--- src/afc_pkg.sv ---
// Constants and types shared by the alarm flag and control register bank
package afc_pkg;
	// ---------------------------------------------------------------
	// Register offsets
	// ---------------------------------------------------------------
	localparam logic [7:0] OFF_LIVE_LOS = 8'h81;
	localparam logic [7:0] OFF_LIVE_FOS = 8'h82;
	localparam logic [7:0] OFF_LOS_FLG = 8'h83;
	localparam logic [7:0] OFF_FOS_FLG = 8'h84;
	localparam logic [7:0] OFF_ID_HI = 8'h86;
	localparam logic [7:0] OFF_ID_LO = 8'h87;
	localparam logic [7:0] OFF_CTRL = 8'h88;
	// ---------------------------------------------------------------
	// Field positions
	// ---------------------------------------------------------------
	localparam int BIT_REFIN_LOS = 0;
	localparam int BIT_IN1_LOS = 1;
	localparam int BIT_IN2_LOS = 2;
	localparam int BIT_LOCK = 1;
	localparam int BIT_IN1_FOS = 2;
	localparam int BIT_IN2_FOS = 3;
	localparam int BIT_SOFT_RST = 7;
	localparam int BIT_SELF_CAL = 6;
	// Alarm vector order inside the bank
	localparam int ALM_N = 6;
	localparam int A_REFIN_LOS = 0;
	localparam int A_IN1_LOS = 1;
	localparam int A_IN2_LOS = 2;
	localparam int A_LOCK = 3;
	localparam int A_IN1_FOS = 4;
	localparam int A_IN2_FOS = 5;
	// ---------------------------------------------------------------
	// Reset values and timing
	// ---------------------------------------------------------------
	localparam logic [ALM_N-1:0] FLAGS_RST = 6'h00;
	localparam logic [7:0] RDATA_RST = 8'h00;
	localparam int CLK_MHZ = 250;
	localparam int SOFT_RST_TIME_MS = 10;
	localparam int SOFT_RST_CYCLES = SOFT_RST_TIME_MS * CLK_MHZ * 1000;
	localparam logic [11:0] PART_ID_DEF = 12'h05A3; // Arbitrary value
	localparam logic [3:0] REV_ID_DEF = 4'h7; // Arbitrary value
	typedef enum logic [1:0] {
		CAL_IDLE = 2'b00,
		CAL_START = 2'b01,
		CAL_WAIT = 2'b10
	} afc_cal_t;
endpackage

--- src/afc_alm_if.sv ---
// Interface between register bank and its sticky flag module
`timescale 1ns/1ps
`default_nettype none
interface afc_alm_if;
	import afc_pkg::*;
	logic [ALM_N-1:0] live;
	logic [ALM_N-1:0] clr;
	logic [ALM_N-1:0] flags;
	modport bank (output live, output clr, input flags);
	modport sticky (input live, input clr, output flags);
endinterface
`default_nettype wire

--- src/afc_regs.sv ---
// Alarm flag, identity and soft reset / calibration control registers
//
// Functional notes
// - Input two loss flag latches, holds.
// - Input one loss flag latches until cleared.
// - Reference loss flag latches until cleared.
// - Input two offset flag latches until cleared.
// - Input one offset flag latches until cleared.
// - Lock loss flag latches until cleared.
// - Interrupt when unmasked flag and pin enabled.
// - Writing zero clears a flag.
// - Read-only 12-bit identity plus revision.
// - Control bit 7 resets flags, calibration and settings, outputs off.
// - Control bit 6 starts calibration, self-clears.
// - Calibration done shown by lock alarm low.
// - Settings take effect only when a calibration starts.
// - Live lock status: 0 locked, 1 unlocked.
`timescale 1ns/1ps
`default_nettype none
module afc_regs #(
	parameter int SRST_CYCLES = afc_pkg::SOFT_RST_CYCLES,
	parameter int CFG_W = 32,
	parameter logic [11:0] PART_ID = afc_pkg::PART_ID_DEF,
	parameter logic [3:0] REV_ID = afc_pkg::REV_ID_DEF
) (
	input wire logic clk_sys,
	input wire logic arst_n,
	input wire logic ce,
	input wire logic [7:0] reg_addr,
	input wire logic reg_wr,
	input wire logic reg_rd,
	input wire logic [7:0] reg_wdata,
	output logic [7:0] reg_rdata,
	input wire logic in2_signal_loss_live,
	input wire logic in1_signal_loss_live,
	input wire logic refin_signal_loss_live,
	input wire logic in2_freq_offset_live,
	input wire logic in1_freq_offset_live,
	input wire logic lock_loss_live,
	input wire logic [afc_pkg::ALM_N-1:0] alarm_mask,
	input wire logic int_pin_en,
	input wire logic [CFG_W-1:0] cfg_pending,
	output logic [CFG_W-1:0] cfg_active,
	output logic cal_start,
	output logic lock_loss_alarm,
	output logic int_out,
	output logic out_en
);
	import afc_pkg::*;

	// ---------------------------------------------------------------
	// Synchronise live alarms from detector domains
	// ---------------------------------------------------------------
	logic [ALM_N-1:0] live_raw;
	logic [ALM_N-1:0] live_m_q;
	logic [ALM_N-1:0] live_s_q;
	assign live_raw = {in2_freq_offset_live, in1_freq_offset_live, lock_loss_live,
		in2_signal_loss_live, in1_signal_loss_live, refin_signal_loss_live};

	always_ff @(posedge clk_sys or negedge arst_n) begin
		if (!arst_n) begin
			live_m_q <= FLAGS_RST;
			live_s_q <= FLAGS_RST;
		end else if (ce) begin
			live_m_q <= live_raw;
			live_s_q <= live_m_q;
		end
	end

	// ---------------------------------------------------------------
	// Write decode
	// ---------------------------------------------------------------
	logic srst_act_q;
	logic wr_ok;
	logic srst_wr;
	logic cal_wr;
	assign wr_ok = reg_wr && !srst_act_q;
	assign srst_wr = wr_ok && reg_addr == OFF_CTRL && reg_wdata[BIT_SOFT_RST];
	// Soft reset wins over a calibration start in the same write
	assign cal_wr = wr_ok && reg_addr == OFF_CTRL && reg_wdata[BIT_SELF_CAL] && !reg_wdata[BIT_SOFT_RST];

	// Zero written to a flag bit clears it; one leaves it
	function automatic logic [ALM_N-1:0] clr_mask(input logic [7:0] a, input logic [7:0] d);
		logic [ALM_N-1:0] m;
		m = '0;
		if (a == OFF_LOS_FLG) begin
			m[A_REFIN_LOS] = !d[BIT_REFIN_LOS];
			m[A_IN1_LOS] = !d[BIT_IN1_LOS];
			m[A_IN2_LOS] = !d[BIT_IN2_LOS];
		end
		if (a == OFF_FOS_FLG) begin
			m[A_LOCK] = !d[BIT_LOCK];
			m[A_IN1_FOS] = !d[BIT_IN1_FOS];
			m[A_IN2_FOS] = !d[BIT_IN2_FOS];
		end
		return m;
	endfunction

	// ---------------------------------------------------------------
	// Sticky flags
	// ---------------------------------------------------------------
	afc_alm_if alm();
	logic [ALM_N-1:0] flags;
	assign alm.live = live_s_q;
	assign alm.clr = wr_ok ? clr_mask(reg_addr, reg_wdata) : '0;
	assign flags = alm.flags;

	afc_sticky u_sticky (
		.clk_sys(clk_sys),
		.arst_n(arst_n),
		.ce(ce),
		.srst(srst_act_q),
		.alm(alm)
	);

	// ---------------------------------------------------------------
	// Soft reset counter
	// ---------------------------------------------------------------
	logic [31:0] srst_cnt_q;
	logic [31:0] srst_cnt_d;
	logic srst_act_d;
	always_comb begin
		srst_act_d = srst_act_q;
		srst_cnt_d = srst_cnt_q;
		if (srst_wr) begin
			srst_act_d = 1'b1;
			srst_cnt_d = 32'(SRST_CYCLES - 1);
		end else if (srst_act_q) begin
			if (srst_cnt_q == 32'h0000_0000) begin
				srst_act_d = 1'b0;
			end else begin
				srst_cnt_d = srst_cnt_q - 32'h0000_0001;
			end
		end
	end

	always_ff @(posedge clk_sys or negedge arst_n) begin
		if (!arst_n) begin
			srst_act_q <= 1'b0;
			srst_cnt_q <= 32'h0000_0000;
		end else if (ce) begin
			srst_act_q <= srst_act_d;
			srst_cnt_q <= srst_cnt_d;
		end
	end

	// ---------------------------------------------------------------
	// Calibration sequencer
	// ---------------------------------------------------------------
	afc_cal_t cal_q;
	afc_cal_t cal_d;
	logic [CFG_W-1:0] cfg_q;
	logic [CFG_W-1:0] cfg_d;
	always_comb begin
		cal_d = cal_q;
		cfg_d = cfg_q;
		if (srst_act_q) begin
			cal_d = CAL_IDLE;
			cfg_d = '0;
		end else if (cal_wr) begin
			cal_d = CAL_START;
		end else begin
			unique case (cal_q)
				CAL_IDLE: begin
					cal_d = CAL_IDLE;
				end
				CAL_START: begin
					cfg_d = cfg_pending;
					cal_d = CAL_WAIT;
				end
				CAL_WAIT: begin
					if (!live_s_q[A_LOCK]) begin
						cal_d = CAL_IDLE;
					end
				end
				default: begin
					cal_d = CAL_IDLE;
				end
			endcase
		end
	end

	always_ff @(posedge clk_sys or negedge arst_n) begin
		if (!arst_n) begin
			cal_q <= CAL_IDLE;
			cfg_q <= '0;
		end else if (ce) begin
			cal_q <= cal_d;
			cfg_q <= cfg_d;
		end
	end

	// ---------------------------------------------------------------
	// Read data and alarm output
	// ---------------------------------------------------------------
	logic [7:0] rdata_q;
	logic [7:0] rdata_d;
	logic alarm_q;
	logic alarm_d;
	always_comb begin
		rdata_d = rdata_q;
		alarm_d = !srst_act_q && !srst_wr && (live_s_q[A_LOCK] || cal_q != CAL_IDLE);
		if (reg_rd && !srst_act_q) begin
			rdata_d = 8'h00;
			unique case (reg_addr)
				OFF_LIVE_LOS: rdata_d[2:0] = live_s_q[A_IN2_LOS:A_REFIN_LOS];
				OFF_LIVE_FOS: rdata_d[2:0] = {live_s_q[A_IN2_FOS:A_IN1_FOS], live_s_q[A_LOCK]};
				OFF_LOS_FLG: rdata_d[2:0] = flags[A_IN2_LOS:A_REFIN_LOS];
				OFF_FOS_FLG: rdata_d[3:1] = {flags[A_IN2_FOS:A_IN1_FOS], flags[A_LOCK]};
				OFF_ID_HI: rdata_d = PART_ID[11:4];
				OFF_ID_LO: rdata_d = {PART_ID[3:0], REV_ID};
				OFF_CTRL: rdata_d[BIT_SELF_CAL] = cal_q != CAL_IDLE;
				default: rdata_d = 8'h00;
			endcase
		end
	end

	always_ff @(posedge clk_sys or negedge arst_n) begin
		if (!arst_n) begin
			rdata_q <= RDATA_RST;
			alarm_q <= 1'b0;
		end else if (ce) begin
			rdata_q <= rdata_d;
			alarm_q <= alarm_d;
		end
	end

	// Outputs, disabled while soft reset runs, except reg_rdata, which holds its last value
	assign reg_rdata = rdata_q;
	assign cfg_active = cfg_q;
	assign cal_start = cal_q == CAL_START;
	assign lock_loss_alarm = alarm_q;
	assign out_en = !srst_act_q;
	assign int_out = out_en && int_pin_en && |(flags & ~alarm_mask);
endmodule
`default_nettype wire

--- src/afc_sticky.sv ---
// Sticky alarm flags: set by live alarms, cleared by zero writes
`timescale 1ns/1ps
`default_nettype none
module afc_sticky (
	input wire logic clk_sys,
	input wire logic arst_n,
	input wire logic ce,
	input wire logic srst,
	afc_alm_if.sticky alm
);
	import afc_pkg::*;
	logic [afc_pkg::ALM_N-1:0] flags_q;
	logic [afc_pkg::ALM_N-1:0] flags_d;

	// ---------------------------------------------------------------
	// Flag update, set wins over clear
	// ---------------------------------------------------------------
	always_comb begin
		flags_d = flags_q;
		if (srst) begin
			flags_d = FLAGS_RST;
		end else begin
			flags_d = alm.live | (flags_q & ~alm.clr);
		end
	end

	// Registers
	always_ff @(posedge clk_sys or negedge arst_n) begin
		if (!arst_n) begin
			flags_q <= FLAGS_RST;
		end else if (ce) begin
			flags_q <= flags_d;
		end
	end

	assign alm.flags = flags_q;
endmodule
`default_nettype wire

--- config.mk ---
export PLATFORM = sky130hd
export DESIGN_NAME = afc_regs
export DESIGN_NICKNAME = d
export VERILOG_FILES = /design/src/afc_pkg.sv /design/src/afc_alm_if.sv /design/src/afc_regs.sv /design/src/afc_sticky.sv
export SDC_FILE = /design/constraint.sdc
export NUM_CORES = 1
export LEC_CHECK = 0
export BUFFER_PORTS_ARGS = -buffer_cell sky130_fd_sc_hd__buf_2
export CORE_MARGIN = 5
export CORE_UTILIZATION = 30
export DETAILED_ROUTE_END_ITERATION = 10
export PLACE_DENSITY_LB_ADDON = 0.25
export SYNTH_ARGS = -nofsm -noshare
export SYNTH_HDL_FRONTEND = slang
export SYNTH_SLANG_ARGS = --single-unit
--- constraint.sdc ---
create_clock -name clk_sys -period 5.3 [get_ports clk_sys]
set_input_delay 0 -clock clk_sys [delete_from_list [all_inputs] [get_ports clk_sys]]
set_output_delay 0 -clock clk_sys [all_outputs]
set_load 0.02 [all_outputs]
**Word-level counts from Yosys, hierarchy flattened**

Index checks and enable logic that the tools add are counted.

- Bits in registers: 93
- Bits of input ports: 66
- Output and inout bits: 44
- Word-level logic and storage cells: 76

- $add $sub $neg: 1
- Equal/unequal tests: 12
- Multiplexer cells: 22
- Bitwise operators: 5
- Reduce and logical (&&, ||, !) cells: 27

Operators with widths:

| operator | count |
|---|---|
| $mux 32 | 6 |
| $eq 8x8->1 const B | 7 |
| $logic_not 32->1 | 1 |
| $sub 32x1->32 const B | 1 |
| $and 6x6->6 | 2 |
| $mux 6 | 2 |
| $not 6->6 | 2 |
| $pmux 2 s6 | 1 |
| $logic_and 1x1->1 | 10 |
| $pmux 2 s2 | 2 |
| $logic_not 1->1 | 7 |
| $mux 2 | 3 |
| $mux 3 | 2 |
| $or 6x6->6 | 1 |
| $reduce_and 3->1 | 2 |
| $reduce_bool 2->1 | 3 |
| $reduce_or 6->1 | 1 |
| $ne 2x2->1 const B | 2 |
| $ne 4x4->1 const B | 1 |
| $pmux 1 s2 | 2 |
| $pmux 1 s4 | 1 |
| $reduce_and 2->1 | 2 |
| $mux 1 | 3 |
| $eq 2x1->1 const B | 1 |
| 2 further kinds | 2 |

**Logic depth before layout (Yosys ltp)**

Gate-level depths: netlist (run 1).

- Depth after elaboration: 7
- Depth in mapped cells: 8
- Mapped depth without buffers: 7

**Cells and area by module**

Synthesis (run 1) repeated with hierarchy kept, for this count alone.

- Cell total of the unflattened synthesis: 414
- Area total of the unflattened synthesis: 4455.5 um^2

Modules (own cells, without submodules):

| module | instances | cells each | area each (um^2) |
|---|---|---|---|
| afc_regs | 1 | 389 | 4181.5 |
| afc_sticky | 1 | 25 | 274.0 |

**Least setup slack after synthesis (run 1)**

No wires, ideal clock.

- Kind: register -> register
- Start: reg srst_cnt_q[0]
- End: reg srst_cnt_q[10]
- Setup time: 0.132 ns
- Data arrival time: 2.389 ns
- Required time: 5.168 ns
- Path slack: 2.779 ns
- Cell stages (with the launch flop): 9
- Path buffers: 1
- Period minus slack after synthesis: 2.521 ns
- Cell sequence: dfrtp_1 inv_1 ha_1 or3b_1 or4_4 o31ai_4 buf_6 nor4_2 or3b_1

- Cells in the longest elaborated chain, start to end: 4

RTL lines:

| item | line | source |
|---|---|---|
| start, declared | afc_regs.sv:119 | `logic [31:0] srst_cnt_q;` |
| start signal, assigned | afc_regs.sv:143 | `srst_cnt_q <= srst_cnt_d;` |
| $sub 32x1->32 | afc_regs.sv:132 | `srst_cnt_d = srst_cnt_q - 32'h0000_0001;` |
| $mux 32 | afc_regs.sv:129 | `if (srst_cnt_q == 32'h0000_0000) begin` |
| $mux 32 | afc_regs.sv:128 | `end else if (srst_act_q) begin` |
| $mux 32 | afc_regs.sv:125 | `if (srst_wr) begin` |

Several ways; a longest one is shown, not always the timed one. The select of a mux whose other input is x is not followed.
A chain may end at the register's enable or synchronous reset.

**Worst setup path after layout (run 1)**

Ends and elaborated chain as after synthesis.

==> results.cfg, run 1 <==
[global_routing]
first_global_vias = 3628
antenna_found_initial = 0
grt_max_degree = 62
grt_use_total = 0.135
grt_pass1_wl_um = 18000
grt.overflow.total = 0

[timing]
timing.hold.ws_ps = 31.8
setup_tns_ps = 0
fin_crit_sh = 0.527
fin_worst_skew_ps = 9.79
postLayoutSetupSlackWorst_ps = 2500
tightest_slew_ps = 1050
rsz0062_at_grt = no
setup_viol = 0
period_minus_slack_ps = 2800
clock.fmax_ghz = 0.358
relSlewSlack = 0.302
hold_viol_final = 0
slew_viol_final = 0

[yosys]
yosysWarnings = 0
synthCells = 390
ys_types = 57
ys.flop_type = dfrtp_1
synth_edf_count = 0
async_reset_ff_frac = 1.00
syn_nets = 457
syn_area_um2 = 4290
ys_seq_elements = 93
syn_area_per_cell_um2 = 11.0
ys_seq_area_frac = 0.543

[clock_tree]
postCtsSetupBuffers = 0
cts_resized = 0
clk_root_buffer_cell = clkbuf_16
clock-sinks = 93
cts_tree = yes
clk-insertion-delay-late_ps = 350
path_clk_slew_ps = 70
cts.htree.levels = 3
cts_buffer_depth = 2
tritoncts.num_buffers = 9

[critical_path]
crit_fanout = 11
worst-setup-path-type = reg -> reg
slowest_stage = or4_4
arrival_ps = 3020
worstSetupStartpointType = flop
required_ps = 5530
cp-end-kind = flop
crit_family = simple AND/OR/NAND/NOR gates
cp_cell_sequence = inv_1 > ha_1 > or3b_1 > or4_4 > o31ai_4 > nor4_2 > or3b_1
cpPeakStageDelay_ps = 600
cp_num_buf_inv = 1
cp_common_cell = or3b_1

[pwr]
p_per_area_nw_per_um2 = 280
ir_worst_vdd_v = 0.000169
power_leakage_nw = 2.85

[placed_design]
dp.cells = 663
io_buffers = 106
place_area_um2 = 5000
place.gp.congestion = 0.821
dp_slack_ps = 2520
post-dp-hpwl_um = 7580

[finish]
drive_gt1_frac = 0.284
final_nets = 604
syn2layout_area_growth_pct = 33.9
final_common_cell = buf_2
diodes = 0
postLayoutCellArea_um2 = 5740
final_cell_mix = buf_2, dfrtp_1, nand2_1
stdcell_count = 722

[route]
drt-pass1-iter-count = 4
detail_route.wl_per_cell_um = 15.3
vias = 3632
drc = 0
detail-route-antenna-nets = 0
vias_per_cell = 5.03
drtIter0Drc = 244
wl_um = 11000

[floorplanning]
dieArea_um2 = 16800
rows = 43
io_pins = 110
core_um2 = 13900
die_y_um = 130
fp.dieW_um = 130
start_util = 0.308

[worst_hold_path]
hold_class = in -> reg

[run]
maxCapViolations = 0

[outcome]
outcome = completed
tightest hold or removal path, delay by kind of cell:
family	cells	cell delay (ps)
compound gates	1	80
simple gates	1	110
buf+inv	1	140
report_power, final:
group          leakage, nW  total, mW  switching [mW]  internal [mW]
clock                0.152      0.684           0.304          0.379
sequential            1.24      0.747          0.0174          0.730
combinational         1.46      0.176          0.0952         0.0807
cell usage after synthesis, types with 2 or more instances:
cell / count / area share
mux2_2: 13 / 0.034
xor2_1: 4 / 0.0082
or3b_1: 2 / 0.0041
a22o_1: 32 / 0.065
inv_1: 10 / 0.0088
or3_1: 8 / 0.012
buf_1: 2 / 0.0018
o211ai_1: 6 / 0.011
dfrtp_1: 93 / 0.54
a31oi_1: 2 / 0.0029
nand2_1: 45 / 0.039
mux2i_1: 10 / 0.023
a21oi_1: 15 / 0.018
nand3_1: 12 / 0.014
xnor2_1: 3 / 0.0061
nor2_1: 12 / 0.011
and3_1: 2 / 0.0029
clkbuf_1: 11 / 0.0096
a2111oi_2: 3 / 0.011
o41ai_1: 2 / 0.0041
o31ai_1: 9 / 0.016
o22a_1: 2 / 0.0041
or2_2: 4 / 0.0058
nand3b_1: 4 / 0.0070
nor4_1: 11 / 0.016
nor2b_1: 4 / 0.0058
o21ai_0: 18 / 0.021
o22ai_1: 3 / 0.0044
nor4b_1: 2 / 0.0041
or4_4: 4 / 0.011
nand2b_1: 4 / 0.0058
nor3_1: 12 / 0.014
or4_1: 2 / 0.0035
per-stage QoR:
stage / utilization / power, mW
2_1_floorplan: - / 0.846
3_3_place_gp: 0.359 / 0.910
3_5_place_dp: 0.359 / 0.913
4_1_cts: 0.412 / 1.63
5_1_grt: 0.412 / 1.68
6_report: 0.412 / 1.61
what timing repair did:
item	CTS	global route
hold buffers	43	0
endpoints found under the hold margin	74	0
endpoints found under the setup margin	0	0
kinds of logic (layout without fill, tap and decap cells):
kind of cell    after synthesis  count (layout)  share of synthesized area
other cells                   1               1                   0.000874
xor+xnor                      7               7                     0.0143
flops                        93              93                      0.543
fa+ha+maj                     1               1                    0.00292
mux                          23              23                     0.0575
buf+inv                      26             178                     0.0254
compound gates              103             103                      0.181
simple gates                136             136                      0.175
state kept, by name, indices dropped and copies added, names as in the netlist:
name and cells:
srst_cnt_q 32, cal_q 2, alm.live 6, u_sticky.alm.flags 6, lock_loss_alarm 1, srst_act_q 1, cfg_active 32, reg_rdata 7
live_m_q 6
cell type report:
cell class	instances	area [µm²]
Clock buffer	9	225
Clock inverter	7	88.8
Fill cell	1335	8190
Inverter	11	41.3
Multi-Input combinational cell	271	1860
Sequential cell	93	2330
Tap cell	180	225
Timing Repair Buffer	151	978
final timing paths:
check | startpoint | to | slack (ps) | cells past startpoint
max reg2reg | srst_cnt_q[0]$_DFFE_PN0P_ | srst_cnt_q[10]$_DFFE_PN0P_ | 2500 | 7
min | reg_addr[2] | reg_rdata[4]$_DFFE_PN0P_ | 30 | 3
min in group asynchronous | arst_n | cfg_active[15]$_DFFE_PN0P_ | 130 | 2
min reg2reg | reg_rdata[3]$_DFFE_PN0P_ | reg_rdata[3]$_DFFE_PN0P_ | 460 | 2
max in group asynchronous | arst_n | u_sticky.alm.flags[1]$_DFFE_PN0P_ | 4030 | 3
max | srst_cnt_q[0]$_DFFE_PN0P_ | srst_cnt_q[10]$_DFFE_PN0P_ | 2500 | 7
metal layers:
metal  global-route usage  vias up  routed length (µm)
li1                     -     1758                   -
met1                0.186     1746                5190
met2                0.207      117                4960
met3               0.0301       11                 683
met4               0.0513        0                 180
met5                    0        -                   0
(Power assumes the default switching activity.)
==> run 2: changes to the inputs <==
--- a/config.mk
+++ b/config.mk
@@ -5,6 +5,7 @@
 export SDC_FILE = /design/constraint.sdc
 export NUM_CORES = 1
 export LEC_CHECK = 0
+export ABC_AREA = 1
 export BUFFER_PORTS_ARGS = -buffer_cell sky130_fd_sc_hd__buf_2
 export CORE_MARGIN = 5
 export CORE_UTILIZATION = 30
==> constraint.sdc (replaced) <==
create_clock -name clk_sys -period 2.66 [get_ports clk_sys]
set_input_delay 0 -clock clk_sys [delete_from_list [all_inputs] [get_ports clk_sys]]
set_output_delay 0 -clock clk_sys [all_outputs]
set_load 0.02 [all_outputs]
==> run 2 against run 1 <==
Net effect: die area is 16% higher; sequential cell count stayed put; global-route usage is 0.49 points higher; synthesized cell count increased by 73%; wire length up 20%; register-to-register slack got worse by 2100 ps; fmax rose by 25%; core utilization fell by 2.3 points; via count increased by 27%; total power rose to 3.0 times the previous value; first-iteration DRC count is 18% lower; critical endpoint is now srst_cnt_q[7]$_DFFE_PN0P_.
==> results.cfg, run 2 <==
[outcome]
outcome = completed

[timing]
relSlewSlack = 0.578
hold_viol_final = 0
clock.fmax_ghz = 0.445
setup_tns_ps = 0
slew_viol_final = 0
postLayoutSetupSlackWorst_ps = 415
fin_worst_skew_ps = 7.53
period_minus_slack_ps = 2250
tightest_slew_ps = 633
rsz0062_at_grt = no
setup_viol = 0
fin_crit_sh = 0.844

[yosys]
syn_nets = 742
syn_area_um2 = 5030
yosysWarnings = 0
synth.most_common_cell = nand2_1
synth.top_cell.area_share = 0.462
ys_seq_elements = 93
async_reset_ff_frac = 1.00
synth_top_cell_by_area = dfrtp_1
synthTopCellsByCount = nand2_1, dfrtp_1, nor2_1
synth_edf_count = 0
ys_seq_area_frac = 0.462
yosys-top-cells-area = dfrtp_1, nand2_1, nor2_1, inv_1, nand3_1
ys.flop_type = dfrtp_1
synthCells = 675
syn_area_per_cell_um2 = 7.46
ys_types = 38

[clock_tree]
clk_root_buffer_cell = clkbuf_16
cts_buffer_depth = 2
path_clk_slew_ps = 70
clk-insertion-delay-late_ps = 340
tritoncts.num_buffers = 9
cts.htree.levels = 3
cts_tree = yes
clock-sinks = 93

[critical_path]
worstSetupStartpointType = flop
cp-end-kind = flop
cpPeakStageDelay_ps = 520
cp_cell_sequence = nor2_8 > nand4_2 > inv_2 > nand2_1 > nand2_2 > o21ai_0 > nand2_1
slowest_stage = dfrtp_1
crit_fanout = 21
worst-setup-path-type = reg -> reg
reg2reg_slack_ps = 410
required_ps = 2940
arrival_ps = 2520
cp_common_cell = nand2_1

[finish]
postLayoutCellArea_um2 = 6430
final_cell_mix = nand2_1, buf_2, dfrtp_1
fin_util = 0.389
drive_gt1_frac = 0.197
syn2layout_area_growth_pct = 27.9
final_common_cell = nand2_1
diodes = 0
final_nets = 885

[floorplanning]
dieArea_um2 = 19500
core_um2 = 16500
io_pins = 110
start_util = 0.305
fp.dieW_um = 140
die_y_um = 140
rows = 47

[route]
drt-pass1-iter-count = 4
met1_length_um = 6580
vias = 4596
route.met3.wl_um = 681
vias_per_cell = 4.41
drtIter0Drc = 200
detail_route.wl_per_cell_um = 12.6
wl_um = 13200
detail-route-antenna-nets = 0
top_layer = met4
drc = 0
wl_met2_um = 5640

[global_routing]
grt_pass1_wl_um = 22700
grt_max_degree = 49
first_global_vias = 4666
antenna_found_initial = 0
grt.overflow.total = 0
grt_use_total = 0.140

[placed_design]
io_buffers = 106
post-dp-hpwl_um = 9430
place.gp.congestion = 0.815
dp_slack_ps = 439
place_area_um2 = 5740

[pwr]
power_leakage_nw = 3.44
ir_worst_vdd_v = 0.000274
p_per_area_nw_per_um2 = 759

[worst_hold_path]
hold_class = in -> reg

[run]
maxCapViolations = 0
## run 2: repair_timing
item                                   CTS  global route
resized for setup                        0             0
hold buffers                            40             0
buffers inserted                         0             0
endpoints found under the hold margin   84             0
## run 2: logic make-up after synthesis
family                   after synthesis  synth area share
AO/OA/AOI/OAI                         69            0.0801
AND/OR/NAND/NOR                      420             0.356
flip-flops                            93             0.462
adder cells (fa/ha/maj)                1           0.00249
buffers and inverters                 76            0.0724
XOR/XNOR                              15            0.0261
other                                  1          0.000745
## run 2: final timing paths
path,startpoint,end,depth (start not counted)
max,srst_act_q$_DFFE_PN0P_,srst_cnt_q[7]$_DFFE_PN0P_,7
min,ce,u_sticky.alm.flags[5]$_DFFE_PN0P_,2
max reg2reg,srst_act_q$_DFFE_PN0P_,srst_cnt_q[7]$_DFFE_PN0P_,7
min reg2reg,cfg_active[25]$_DFFE_PN0P_,cfg_active[25]$_DFFE_PN0P_,2
max in group asynchronous,arst_n,reg_rdata[3]$_DFFE_PN0P_,3
min in group asynchronous,arst_n,cfg_active[2]$_DFFE_PN0P_,2
## run 2: cell type report
type	instances	area, µm²
timing repair buffer	153	986
inverter	55	206
clock inverter	6	70.1
clock buffer	10	229
tap	220	275
sequential	93	2330
multi-input combinational	506	2340
fill	1662	10100
## run 2: critical path, delay by kind of cell (launching register included)
family                 cells  cell delay [ps]
flip-flops                 1              520
buffers and inverters      1              370
AO/OA/AOI/OAI              1              160
AND/OR/NAND/NOR            5             1110
## run 2: through the flow
step                      hold slack (ps)  power, mW  cells
after floorplan                      -296       3.13    675
after global placement               76.6       3.54    987
after detailed placement             75.4       3.54    987
after CTS                            2.28       4.93   1043
after global routing                 3.56       5.28   1043
final                                5.92       4.88   1043
## run 2: power by group
part           leakage, nW  internal, mW  switching [mW]
registers             1.24          1.63           0.245
clock network        0.136         0.736           0.580
logic                 2.07         0.607            1.09
## run 2: per-layer routing
layer | global-route usage | vias to the layer above
li1 | - | 2405
met1 | 0.196 | 2067
met2 | 0.214 | 103
met3 | 0.0250 | 21
met4 | 0.0551 | 0
met5 | 0 | -
==> run 3: changes to the inputs <==
==> constraint.sdc (replaced) <==
create_clock -name clk_sys -period 2 [get_ports clk_sys]
set_input_delay 0 -clock clk_sys [delete_from_list [all_inputs] [get_ports clk_sys]]
set_output_delay 0 -clock clk_sys [all_outputs]
set_load 0.02 [all_outputs]
==> run 3 against run 2 <==
Net effect: global-route usage up 0.53 points; register-to-register slack got worse by 190 ps; clock skew increased by 4.0 ps; core utilization is 0.80 points higher; worst hold slack improved by 17 ps; worst setup slack lost 190 ps; total power increased by 32%; sequential share of layout area down 0.72 points; largest power group unchanged.
==> results.cfg, run 3 (synthesis results as in run 2) <==
[finish]
stdcell_count = 1055
n_fill_cell = 1701
regArea_um2 = 2330
final_nets = 897
drive_gt1_frac = 0.211
fin_util = 0.397
syn2layout_area_growth_pct = 30.5
final_cell_mix = nand2_1, buf_2, dfrtp_1
final_common_cell = nand2_1
multi_input_area_um2 = 2350
diodes = 0
postLayoutCellArea_um2 = 6570

[route]
vias_per_cell = 4.45
vias = 4695
detail-route-antenna-nets = 0
drc = 0
detail_route.wl_per_cell_um = 12.9
drt-pass1-iter-count = 4
drtIter0Drc = 325
wl_um = 13600

[critical_path]
cp-end-kind = flop
crit_family = simple AND/OR/NAND/NOR gates
crit_fanout = 7
cp_num_buf_inv = 0
arrival_ps = 2010
cp_common_cell = nand2_1
cp_cell_sequence = nor2_1 > nand2_1 > nor2_4 > nand2_1 > nor2_1 > nand2_1 > nand2_1 > nand3_1 > nand2_1 > nand2_1
cpPeakStageDelay_ps = 450
required_ps = 2240
worstSetupStartpointType = flop
slowest_stage = dfrtp_1
worst-setup-path-type = reg -> reg

[timing]
setup_tns_ps = 0
fin_worst_skew_ps = 11.5
setup_viol = 0
fin_crit_sh = 0.886
hold_viol_final = 0
period_minus_slack_ps = 1770
clock.fmax_ghz = 0.564
rsz0062_at_grt = no
slew_viol_final = 0

[floorplanning]
core_um2 = 16500
io_pins = 110
die_y_um = 140
dieArea_um2 = 19500
start_util = 0.305
fp.dieW_um = 140
rows = 47

[global_routing]
grt_use_total = 0.145
first_global_vias = 4788
antenna_found_initial = 0
grt_pass1_wl_um = 23300
grt_max_degree = 45
grt.overflow.total = 0

[clock_tree]
clock-sinks = 93
cts_buffer_depth = 2
cts_tree = yes
clk_root_buffer_cell = clkbuf_16
path_clk_slew_ps = 70
cts.htree.levels = 3
clk-insertion-delay-late_ps = 350
tritoncts.num_buffers = 9

[placed_design]
dp.cells = 996
place.gp.congestion = 0.835
post-dp-hpwl_um = 9610
io_buffers = 106
place_area_um2 = 5850

[run]
maxCapViolations = 0

[outcome]
outcome = completed

[pwr]
p_per_area_nw_per_um2 = 985
power_leakage_nw = 3.51
ir_worst_vdd_v = 0.000408

[worst_hold_path]
hold_class = in -> reg
[run 3: cell count changes in the layout (fill, tap and decap cells not counted), moves of 2 or more]
cell      change
buf_4         +7
buf_12        +4
inv_6         -2
clkinv_4      +2
[run 3: tightest hold or removal path: stages]
cell     delay, ps
buf_2          120
nand2_1         60
nand2_1         50
o21a_1          90
[run 3: final cells by class]
class	instances	share of cell area
clock buffers	9	0.0343
clock inverters	7	0.00800
inverters	55	0.0314
multi-input cells	506	0.358
flip-flops and latches	93	0.354
well taps	220	0.0419
repair buffers	165	0.172
[run 3: path summary, 6_finish.rpt]
kind                                            startpoint                          to  slack (ps)  cells past startpoint
worst max register to register   srst_cnt_q[2]$_DFFE_PN0P_  srst_cnt_q[21]$_DFFE_PN0P_         230                     10
worst min-delay path                           reg_addr[0]    reg_rdata[5]$_DFFE_PN0P_          20                      4
worst max-delay path             srst_cnt_q[2]$_DFFE_PN0P_  srst_cnt_q[21]$_DFFE_PN0P_         230                     10
worst min register to register  cfg_active[26]$_DFFE_PN0P_  cfg_active[26]$_DFFE_PN0P_         470                      2
max in group asynchronous                           arst_n   srst_cnt_q[5]$_DFFE_PN0P_        1240                      3
min in group asynchronous                           arst_n   cfg_active[2]$_DFFE_PN0P_         120                      2
[run 3: report_power, final]
group	leakage, nW	switching [mW]	internal (mW)	total, mW
clock	0.124	0.775	0.845	1.62
sequential	1.24	0.316	2.17	2.48
combinational	2.15	1.48	0.888	2.37
[run 3: layer usage]
metal  GRT usage  vias to the layer above  routed length, µm
met5           0                        -                  0
met1       0.195                     2115               6540
met3      0.0254                       22                753
met4      0.0639                        0                343
met2       0.229                      123               5950
li1            -                     2435                  -
[run 3: repair_timing]
item / CTS / global route
hold endpoints to repair: 112 / 0
buffers inserted: 0 / 2
endpoints found under the setup margin: 0 / 22
gates resized for setup: 0 / 3
hold buffers: 41 / 0
[run 3: through the flow]
stage          hold slack, ps  worst slack [ps]  power (mW)
3_3_place_gp            -36.8               148        4.80
2_1_floorplan            -296               337        4.16
6_report                 22.5               227        6.47
5_1_grt                  58.8              19.8        7.02
4_1_cts                  13.0              82.1        6.53
3_5_place_dp            -38.0              95.2        4.81
